File: src/rtl/sci_pkg.sv
package sci_pkg;

  // register byte offsets
  localparam logic [11:0] SCI_OFF_PORT_RST = 12'h048;
  localparam logic [11:0] SCI_OFF_RAW      = 12'h050;
  localparam logic [11:0] SCI_OFF_MASK     = 12'h054;
  localparam logic [11:0] SCI_OFF_MSTAT    = 12'h058;
  localparam logic [11:0] SCI_OFF_BORCTL   = 12'h060;
  localparam logic [11:0] SCI_OFF_CAPS     = 12'h064;

  localparam int unsigned SCI_ADDR_W  = 12;
  localparam int unsigned SCI_DATA_W  = 32;
  localparam int unsigned SCI_PORT_W  = 5;
  localparam int unsigned SCI_NUM_EVT = 7;

  // event bit positions
  localparam int unsigned SCI_EVT_PLL_FAULT = 0;
  localparam int unsigned SCI_EVT_BROWNOUT  = 1;
  localparam int unsigned SCI_EVT_REG_UNREG = 2;
  localparam int unsigned SCI_EVT_MAIN_OSC  = 3;
  localparam int unsigned SCI_EVT_INT_OSC   = 4;
  localparam int unsigned SCI_EVT_CUR_LIM   = 5;
  localparam int unsigned SCI_EVT_PLL_LOCK  = 6;

  // brown-out control field
  localparam int unsigned SCI_BOR_SEL_BIT = 1;

  // reset values
  localparam logic [SCI_PORT_W-1:0]  SCI_PORT_RST_RST = 5'h00;
  localparam logic [SCI_NUM_EVT-1:0] SCI_MASK_RST     = 7'h00;
  localparam logic                   SCI_BOR_SEL_RST  = 1'b0;
  localparam logic                   SCI_RAW_RST      = 1'b0;

  typedef struct packed {
    logic pll_lock_raw;
    logic current_limit_raw;
    logic int_osc_fault_raw;
    logic main_osc_fault_raw;
    logic regulator_unregulated_raw;
    logic brownout_raw;
    logic pll_fault_raw;
  } sci_evt_s;

  typedef struct packed {
    logic                  psel;
    logic                  penable;
    logic                  pwrite;
    logic [SCI_ADDR_W-1:0] paddr;
    logic [SCI_DATA_W-1:0] pwdata;
    logic [3:0]            pstrb;
  } sci_apb_req_s;

  typedef struct packed {
    logic                  pready;
    logic                  pslverr;
    logic [SCI_DATA_W-1:0] prdata;
  } sci_apb_rsp_s;

  typedef struct packed {
    logic [SCI_PORT_W-1:0]  port_rst;
    logic [SCI_NUM_EVT-1:0] mask;
    logic                   bor_sel;
    logic                   bor_rst;
    logic                   irq;
    logic [SCI_DATA_W-1:0]  prdata;
  } sci_state_s;

  typedef struct packed {
    logic flag;
  } sci_bit_s;

endpackage

File: src/rtl/sci_event_bit.sv
`timescale 1ns/1ns
module sci_event_bit #(
  parameter logic RST_VAL = sci_pkg::SCI_RAW_RST
) (
  input  wire logic pclk,
  input  wire logic presetn,
  input  wire logic set,
  input  wire logic clr,
  output logic      flag_q
);
  import sci_pkg::*;

  sci_bit_s st_q;
  sci_bit_s st_d;

  // set wins so an event on the clear cycle is kept
  always_comb begin
    st_d = st_q;
    if (clr) begin
      st_d.flag = 1'b0;
    end
    if (set) begin
      st_d.flag = 1'b1;
    end
  end

  always_ff @(posedge pclk or negedge presetn) begin
    if (!presetn) begin
      st_q <= '{flag: RST_VAL};
    end else begin
      st_q <= st_d;
    end
  end

  assign flag_q = st_q.flag;
endmodule

File: src/rtl/sci_top.sv
// Decided for this implementation: register access over APB.
`timescale 1ns/1ns
// Notes on behaviour
// port reset writes only reach bits the capabilities input reports
// five port reset bits, port A at bit 0 up to port E, reset zero
// port reset bits 31..5 read zero and ignore writes
// raw event status is read-only, set by hardware, zero after reset
// raw bit 6 set when the pll lock timer fires
// raw bit 5 set when the regulator current limit asserts
// raw bit 4 set on an internal oscillator fault
// raw bit 3 set on a main oscillator fault
// raw bit 2 set when the regulator output is unregulated
// raw bit 1 records brown-out; irq only if masked and select clear
// raw bit 0 set when the pll stops oscillating
// raw and mask bits 31..7 read zero and ignore writes
// seven mask bits aligned with raw bits, reset zero
// pll lock mask set lets pll lock raw raise the irq
// brown-out mask set lets brown-out raw raise the irq
// pll fault mask set lets pll fault raw raise the irq
// brown-out select high signals reset, low signals interrupt
// masked status reads raw and mask; write one clears raw bit; code clears only raw bits whose mask bit is set
// one level irq while any raw and mask bit is set, brown-out only while select is clear
// each port reset bit holds its port in reset while set
module sci_top #(
  parameter int unsigned NUM_PORTS = sci_pkg::SCI_PORT_W
) (
  input  wire logic                            pclk,
  input  wire logic                            presetn,
  input  wire sci_pkg::sci_apb_req_s           apb_req,
  output sci_pkg::sci_apb_rsp_s                apb_rsp,
  input  wire sci_pkg::sci_evt_s               evt_in,
  input  wire logic [sci_pkg::SCI_PORT_W-1:0]  device_capabilities_ports,
  output logic [sci_pkg::SCI_PORT_W-1:0]       port_reset,
  output logic                                 irq,
  output logic                                 brownout_reset_req
);
  import sci_pkg::*;

  localparam int unsigned PW = SCI_PORT_W;
  localparam int unsigned NE = SCI_NUM_EVT;

  // ports beyond NUM_PORTS never exist, whatever the straps say
  localparam logic [PW-1:0] PORT_PRESENT = PW'((1 << NUM_PORTS) - 1);

  generate
    if (NUM_PORTS < 1 || NUM_PORTS > SCI_PORT_W) begin : g_bad_ports
      $error("NUM_PORTS must lie between 1 and the port field width");
    end
  endgenerate

  sci_state_s st_q;
  sci_state_s st_d;

  logic [NE-1:0] evt_vec;
  logic [NE-1:0] raw_q;
  logic [NE-1:0] raw_clr;
  logic [NE-1:0] irq_src;
  logic [PW-1:0] wr_gate;
  logic          setup;
  logic          access;
  logic          wr_en;
  logic          hit_port;
  logic          hit_raw;
  logic          hit_mask;
  logic          hit_mstat;
  logic          hit_bor;
  logic          hit_caps;
  logic          mapped;
  logic [31:0]   rd_mux;

  assign evt_vec = evt_in;

  // bus decode
  always_comb begin
    setup     = apb_req.psel & ~apb_req.penable;
    access    = apb_req.psel & apb_req.penable;
    hit_port  = apb_req.paddr == SCI_OFF_PORT_RST;
    hit_raw   = apb_req.paddr == SCI_OFF_RAW;
    hit_mask  = apb_req.paddr == SCI_OFF_MASK;
    hit_mstat = apb_req.paddr == SCI_OFF_MSTAT;
    hit_bor   = apb_req.paddr == SCI_OFF_BORCTL;
    hit_caps  = apb_req.paddr == SCI_OFF_CAPS;
    mapped    = hit_port | hit_raw | hit_mask | hit_mstat | hit_bor
              | hit_caps;
    // all fields sit in byte lane 0, so only that strobe matters
    wr_en     = access & apb_req.pwrite & apb_req.pstrb[0] & mapped;
  end

  // capability write gate
  assign wr_gate = device_capabilities_ports & PORT_PRESENT;

  // write one clears raw where the mask bit is set
  always_comb begin
    raw_clr = '0;
    if (wr_en && hit_mstat) begin
      raw_clr = apb_req.pwdata[NE-1:0] & st_q.mask;
    end
  end

  // hardware-set sticky bits
  // one bit per event source
  // current limit event
  // internal oscillator fault
  // main oscillator fault
  // regulator unregulated event
  // pll fault event
  generate
    for (genvar i = 0; i < NE; i++) begin : g_evt
      sci_event_bit #(
        .RST_VAL (SCI_RAW_RST)
      ) u_bit (
        .pclk    (pclk),
        .presetn (presetn),
        .set     (evt_vec[i]),
        .clr     (raw_clr[i]),
        .flag_q  (raw_q[i])
      );
    end
  endgenerate

  // read mux, evaluated in setup so data is ready in access
  // reserved bits zero
  always_comb begin
    case (apb_req.paddr)
      SCI_OFF_PORT_RST: rd_mux = 32'(st_q.port_rst);
      SCI_OFF_RAW:      rd_mux = 32'(raw_q);
      SCI_OFF_MASK:     rd_mux = 32'(st_q.mask);
      SCI_OFF_MSTAT:    rd_mux = 32'(raw_q & st_q.mask);
      SCI_OFF_BORCTL:   rd_mux = 32'(st_q.bor_sel) << SCI_BOR_SEL_BIT;
      SCI_OFF_CAPS:     rd_mux = 32'(wr_gate);
      default:          rd_mux = '0;
    endcase
  end

  // brown-out drops out of the irq once it is routed to reset
  // brown-out irq gate
  always_comb begin
    irq_src = raw_q & st_q.mask;
    if (st_q.bor_sel) begin
      irq_src[SCI_EVT_BROWNOUT] = 1'b0;
    end
  end

  always_comb begin
    st_d = st_q;
    // port reset write
    // upper bits dropped
    if (wr_en && hit_port) begin
      st_d.port_rst = (st_q.port_rst & ~wr_gate)
                    | (apb_req.pwdata[PW-1:0] & wr_gate);
    end
    // mask write
    if (wr_en && hit_mask) begin
      st_d.mask = apb_req.pwdata[NE-1:0];
    end
    if (wr_en && hit_bor) begin
      st_d.bor_sel = apb_req.pwdata[SCI_BOR_SEL_BIT];
    end
    // brown-out reset route
    st_d.bor_rst = evt_vec[SCI_EVT_BROWNOUT] & st_q.bor_sel;
    // level irq
    // masked events combine
    // brown-out mask path
    // pll fault mask path
    st_d.irq = |irq_src;
    if (setup) begin
      st_d.prdata = rd_mux;
    end else if (!access) begin
      st_d.prdata = '0;
    end
  end

  always_ff @(posedge pclk or negedge presetn) begin
    if (!presetn) begin
      st_q <= '{port_rst: SCI_PORT_RST_RST,
                mask:     SCI_MASK_RST,
                bor_sel:  SCI_BOR_SEL_RST,
                bor_rst:  1'b0,
                irq:      1'b0,
                prdata:   '0};
    end else begin
      st_q <= st_d;
    end
  end

  // zero wait states keep the slave simple; reads stay correct
  // because data is captured in setup
  always_comb begin
    apb_rsp.pready  = 1'b1;
    apb_rsp.pslverr = access & ~mapped;
    apb_rsp.prdata  = st_q.prdata;
  end

  // port held in reset
  assign port_reset         = st_q.port_rst;
  assign irq                = st_q.irq;
  assign brownout_reset_req = st_q.bor_rst;
endmodule

File: config.mk
export PLATFORM = sky130hd
export DESIGN_NAME = sci_top
export DESIGN_NICKNAME = d
export VERILOG_FILES = /design/src/rtl/sci_pkg.sv /design/src/rtl/sci_event_bit.sv /design/src/rtl/sci_top.sv
export SDC_FILE = /design/constraint.sdc
export NUM_CORES = 1
export LEC_CHECK = 0
export ABC_AREA = 0
export BUFFER_PORTS_ARGS = -buffer_cell sky130_fd_sc_hd__buf_2
export CORE_MARGIN = 1.5
export CORE_UTILIZATION = 40
export CTS_CLUSTER_SIZE = 12
export DETAILED_ROUTE_END_ITERATION = 7
export GPL_TIMING_DRIVEN = 0
export MAX_ROUTING_LAYER = met4
export PLACE_DENSITY_LB_ADDON = 0.05
export SLEW_MARGIN = 20
export SYNTH_ARGS = -nofsm -noshare
export SYNTH_HDL_FRONTEND = slang
export SYNTH_SLANG_ARGS = --single-unit
File: constraint.sdc
create_clock -name pclk -period 1 [get_ports pclk]
set_input_delay 0.05 -clock pclk [delete_from_list [all_inputs] [get_ports pclk]]
set_output_delay 0.05 -clock pclk [all_outputs]
set_load 0.01 [all_outputs]
# Yosys cells after proc, flatten, opt, wreduce, memory -nomap -nowiden
# Index checks and enable logic that the tools add are counted.
[word_totals]
regBits = 54
in_bits = 65
word_cells = 72
output_inout_bits = 41
[classes]
bitwise_logic = 21
mux = 19
n_eq_ne = 7
reduce_logical = 12
[op_table]
columns = ["op", "n"]
rows = [
  ["$eq A12 B7 Y1 const B", 6],
  ["$mux W32", 2],
  ["$pmux W7 S6", 1],
  ["$and A7 B7 Y7", 3],
  ["$mux W1", 15],
  ["$reduce_bool A2 Y1", 7],
  ["$and A5 B5 Y5", 2],
  ["$and A1 B1 Y1", 7],
  ["$mux W7", 1],
  ["$reduce_or A7 Y1", 1],
  ["$not A5 Y5", 1],
  ["$or A1 B1 Y1", 5],
  ["$or A5 B5 Y5", 1],
  ["$logic_and A1 B1 Y1", 4],
  ["$ne A2 B2 Y1 const B", 1],
  ["$not A1 Y1", 2],
]

# Logic depth before layout (Yosys ltp)
[depth]
word_depth = 11
ltp_mapped = 6
depth_no_buf = 4

# Cells and area by module
# From an unflattened synthesis, not the netlist that was laid out.
[unflattened]
cells_unflattened = 195
area_unflattened_um2 = 1918.1
[by_module_without_submodules]
columns = ["mod", "area_per_inst_um2", "seq_area_each_um2", "cells_per_inst", "n_inst"]
rows = [
  ["sci_top", 1664.1, 550.5, 174, 1],
  ["sci_event_bit", 36.3, 25.0, 3, 7],
]

# Least setup slack after synthesis
# OpenSTA, ideal clock, no wires.
[synth_timing]
path_kind = "input-to-reg"
startpoint = "input apb_req[45] (netlist name)"
endpoint = "register st_q[35] (netlist name)"
setup_ps = 125
cell_stages = 5
path_buffers = 1
arrival_ps = 1756
path_slack_ps = -880
cell_sequence = "or4_1 > nor4_4 > and4bb_1 > buf_6 > mux2_2"
[synth_between]
elab_chain_cells = 8
[synth_lines]
columns = ["element", "line", "source"]
rows = [
  ["start, declared", "sci_top.sv:29", "input wire sci_pkg::sci_apb_req_s apb_req,"],
  ["$eq A12 B7 Y1 (on tied branches)", "sci_top.sv:77, sci_top.sv:78", ""],
  ["$or A1 B1 Y1 (4 in a row)", "sci_top.sv:83", "mapped = hit_port | hit_raw | hit_mask | hit_mstat | hit_bor"],
  ["$or A1 B1 Y1", "sci_top.sv:84", "| hit_caps;"],
  ["$and A1 B1 Y1", "sci_top.sv:86", "wr_en = access & apb_req.pwrite & apb_req.pstrb[0] & mapped;"],
  ["$logic_and A1 B1 Y1 *", "sci_top.sv:153", "if (wr_en && hit_mask) begin"],
  ["end signal, assigned", "sci_top.sv:175", "st_q <= '{port_rst: SCI_PORT_RST_RST,"],
  ["end signal, assigned", "sci_top.sv:182", "st_q <= st_d;"],
  ["end, declared", "sci_top.sv:51", "sci_state_s st_q;"],
]
# Every way passes the cells marked *; elsewhere a longest branch is shown, timed or not.
# A chain may end at the register's enable or synchronous reset.

# Final worst setup path
[layout_timing]
startpoint = "input apb_req[36] (netlist name)"
endpoint = "register st_q[40] (netlist name)"
# Same word-level chain as after synthesis.

==> key figures <==
Outcome
  – Status: finished with violations
  – Failing checks: negative setup slack

STA
  – Final Skew: between 0.008 and 0.009 ns
  – Worst slew margin: 56.7%
  – Max-slew violation count: 0
  – Crit share post-route: 156%
  – Final Worst Setup Slack: -0.561 ns
  – RSZ-0062 raised after global routing: yes
  – Endpoints failing setup: 28
  – F_max: roughly 640 MHz
  – Worst Tran Pin Value: 0.650 ns
  – Final Hold Vio Count: 0
  – Minimum clock period: about 1.6 ns

Routing
  – Drt pass-1 iters: 4
  – Initial DRC count: 34
  – Vias: 1624
  – Final wirelength: 4380 um
  – Routed len/inst: 13.0 um
  – Remaining antenna violation count: 0
  – DR DRC count: 0
  – Vias/cell: 4.80

Layout
  – Commonest non-fill, non-tap cells in the layout: buf_2 (41), buf_4 (41), dfrtp_1 (29)
  – Nets@finish: 350
  – Share of cells above drive strength 1: ~49%
  – Final std cells w/o fill: around 340
  – Fill cell count: 372
  – Number of inserted diodes: 0
  – Final Cell Area: between 0.002 and 0.003 sq mm
  – Syn-to-layout area delta: 47.1%

Power and ir drop
  – Internal power: 1880 uW
  – P_leak: 0.00137 uW
  – Net Sw Frac: 25.4%
  – Seq pwr share: 46.6%
  – Power per cell area: just over 900 mW/mm^2
  – Clk network pwr share: 36.2%
  – Worst VDD drop: around 0.64 mV
  – Combinational Power Share: 17.1%
  – Sw Pwr: roughly 640 uW

Worst setup path
  – Worst setup path endpoint: st_q[40]$_DFFE_PN0P_
  – WP data required: 1.16 ns
  – Path depth of the worst reg2reg path: 4
  – Maximum fanout along the worst path: 7
  – Critical path type: primary input to register
  – Worst r2r dst: apb_rsp[2]$_DFFE_PN0P_
  – CP startpoint: apb_req[36]
  – Reg-to-reg slack, setup: -0.17 ns
  – Critical R2R Launch: st_q[37]$_DFFE_PN0P_
  – Critical Path AT: 1.73 ns
  – Startpoint types: primary input
  – Crit. End Element: register

Place
  – Cells after DPL: around 310
  – Placed Area: 0.00231 sq mm
  – HPWL after DPL: 3190 um
  – Placer Congestion: 0.728
  – Count of input and output buffers: slightly below 50

Die
  – Starting density of the core: 42.4%
  – Top-level port count: between 100 and 150
  – Row count: 24
  – Total die area: slightly above 0.005 sq mm
  – Die Ht: 71.4 um
  – Die width: 71.4 um
  – Total core area: 0.00441 sq mm

Synth
  – Sequential fraction of the synthesis area: 38.8%
  – Mapped Cells: between 150 and 200
  – Most common flop cell mapped by yosys: dfrtp_1
  – Mapped Avg Cell Area: 10.0 sq um
  – #FFs+latches synth: 29
  – Post-synth EDFFs: 0
  – FFs w/ async S/R, synth: 100%
  – Synth unique cells: 41
  – Cell area after synthesis: 0.00187 sq mm
  – Synth Warn #: 0

Clock network
  – CTS tree: yes
  – Sink Count: 29
  – CTS root buffer: clkbuf_8
  – CTS buffer count: 5
  – H-tree Lvls: 2
  – Clk_lat worst skew: about 0.28 ns
  – Worst-path clk slew: around 0.060 ns
  – Clock tree buffer depth: 2

Min path
  – HP Class: primary input to register

GRT
  – Initial antenna violation count: 0
  – Largest net degree at the start of global routing: 30
  – Vias in the first global route: 1595
  – Global-route wire length before repair: 7250 um
  – Total gr overflow: 0
  – GRT Overall Usage: 18.8%

Run
  – Max-cap viol count: 0
## kinds of logic (layout without fill, tap and decap cells)
logic type	Yosys count	in the layout	synth area share [%]
AND/OR/NAND/NOR	59	59	20.0
buffers and inverters	47	122	17.9
AO/OA/AOI/OAI	30	30	11.4
flip-flops	29	29	38.8
multiplexers	19	19	11.0
other	2	26	0.401
XOR/XNOR	1	1	0.468
## cell usage after synthesis (3+ instances only)
library cell / n / share of area, %
buf_4: 38 / 15
dfrtp_1: 29 / 39
nand2_1: 15 / 3.0
mux2_2: 13 / 7.8
a21o_1: 8 / 3.2
nand4_1: 8 / 2.7
o22ai_1: 7 / 2.3
mux2i_1: 6 / 3.2
nand3_1: 5 / 1.3
a221oi_1: 4 / 1.9
and3_1: 4 / 1.3
clkbuf_1: 4 / 0.80
nand2b_1: 4 / 1.3
o21ai_0: 4 / 1.1
and2_1: 3 / 1.0
nor3_1: 3 / 0.80
## per-layer routing
layer	share of wire, %	wire [um]	GRT usage, %	up-vias
met3	5.6	246	4.22	12
met1	45	1960	22.2	746
met5	0	0	-	-
met4	2.4	106	8.60	0
met2	47	2070	30.7	52
li1	-	-	-	814
## power by group through the flow
| stage | Combinational, uW | Clock [uW] | Sequential (uW) |
|---|---|---|---|
| floorplan | 228 | 0 | 1200 |
| global placement | 362 | 0 | 1200 |
| detailed placement | 362 | 0 | 1200 |
| CTS | 415 | 936 | 1170 |
| global route | 474 | 973 | 1170 |
| finish | 432 | 912 | 1170 |
## repair_timing
item                                    4_1_cts  5_1_grt
pin swaps                                    24        6
hold buffers                                  8        0
endpoints found under the setup margin       28       36
gates resized for setup                      23       25
endpoints found under the hold margin        37        0
setup buffers                                 9        5
## stage by stage
| stage | hold WS (ns) | TNS, ns | util, % | setup slack, ns | power, uW |
|---|---|---|---|---|---|
| 2_1_floorplan | -0.246 | -15.21 | - | -0.853 | 1420 |
| 3_3_place_gp | 0.116 | -25.68 | 52.4 | -1.21 | 1560 |
| 3_5_place_dp | 0.116 | -26.00 | 52.4 | -1.21 | 1560 |
| 4_1_cts | 0.00992 | -10.68 | 59.8 | -0.497 | 2530 |
| 5_1_grt | 0.0163 | -11.41 | 62.4 | -0.592 | 2620 |
| 6_report | 0.0180 | -9.81 | 62.4 | -0.561 | 2520 |
## worst max-delay path: stages
cell	delay [ns]
buf_8	0.10
or4b_4	0.55
nor4_4	0.27
and4bb_1	0.27
buf_6	0.18
mux2_4	0.30
## cell type report
| type | instances | area (sq um) | share of cell area [%] |
|---|---|---|---|
| multi-input combinational | 135 | 1050 | 38.0 |
| clock buffer | 8 | 80.1 | 2.91 |
| buffer | 45 | 348 | 12.6 |
| sequential | 29 | 726 | 26.4 |
| tap | 52 | 65.1 | 2.36 |
| timing repair buffer | 68 | 483 | 17.5 |
| inverter | 1 | 3.75 | 0.136 |
## worst min path at each step
| stage | from | to | slack, ns | cells after the start |
|---|---|---|---|---|
| after CTS | apb_req[10] | st_q[41]$_DFFE_PN0P_ | 0.01 | 2 |
| after global placement | presetn | apb_rsp[0]$_DFFE_PN0P_ | 0.12 | 1 |
| after floorplan | presetn | async pin | -0.25 | 0 |
| after global routing | apb_req[10] | st_q[41]$_DFFE_PN0P_ | 0.02 | 2 |
| final | apb_req[9] | st_q[40]$_DFFE_PN0P_ | 0.02 | 2 |
| after detailed placement | presetn | apb_rsp[0]$_DFFE_PN0P_ | 0.12 | 1 |
(Power assumes the default switching activity.)
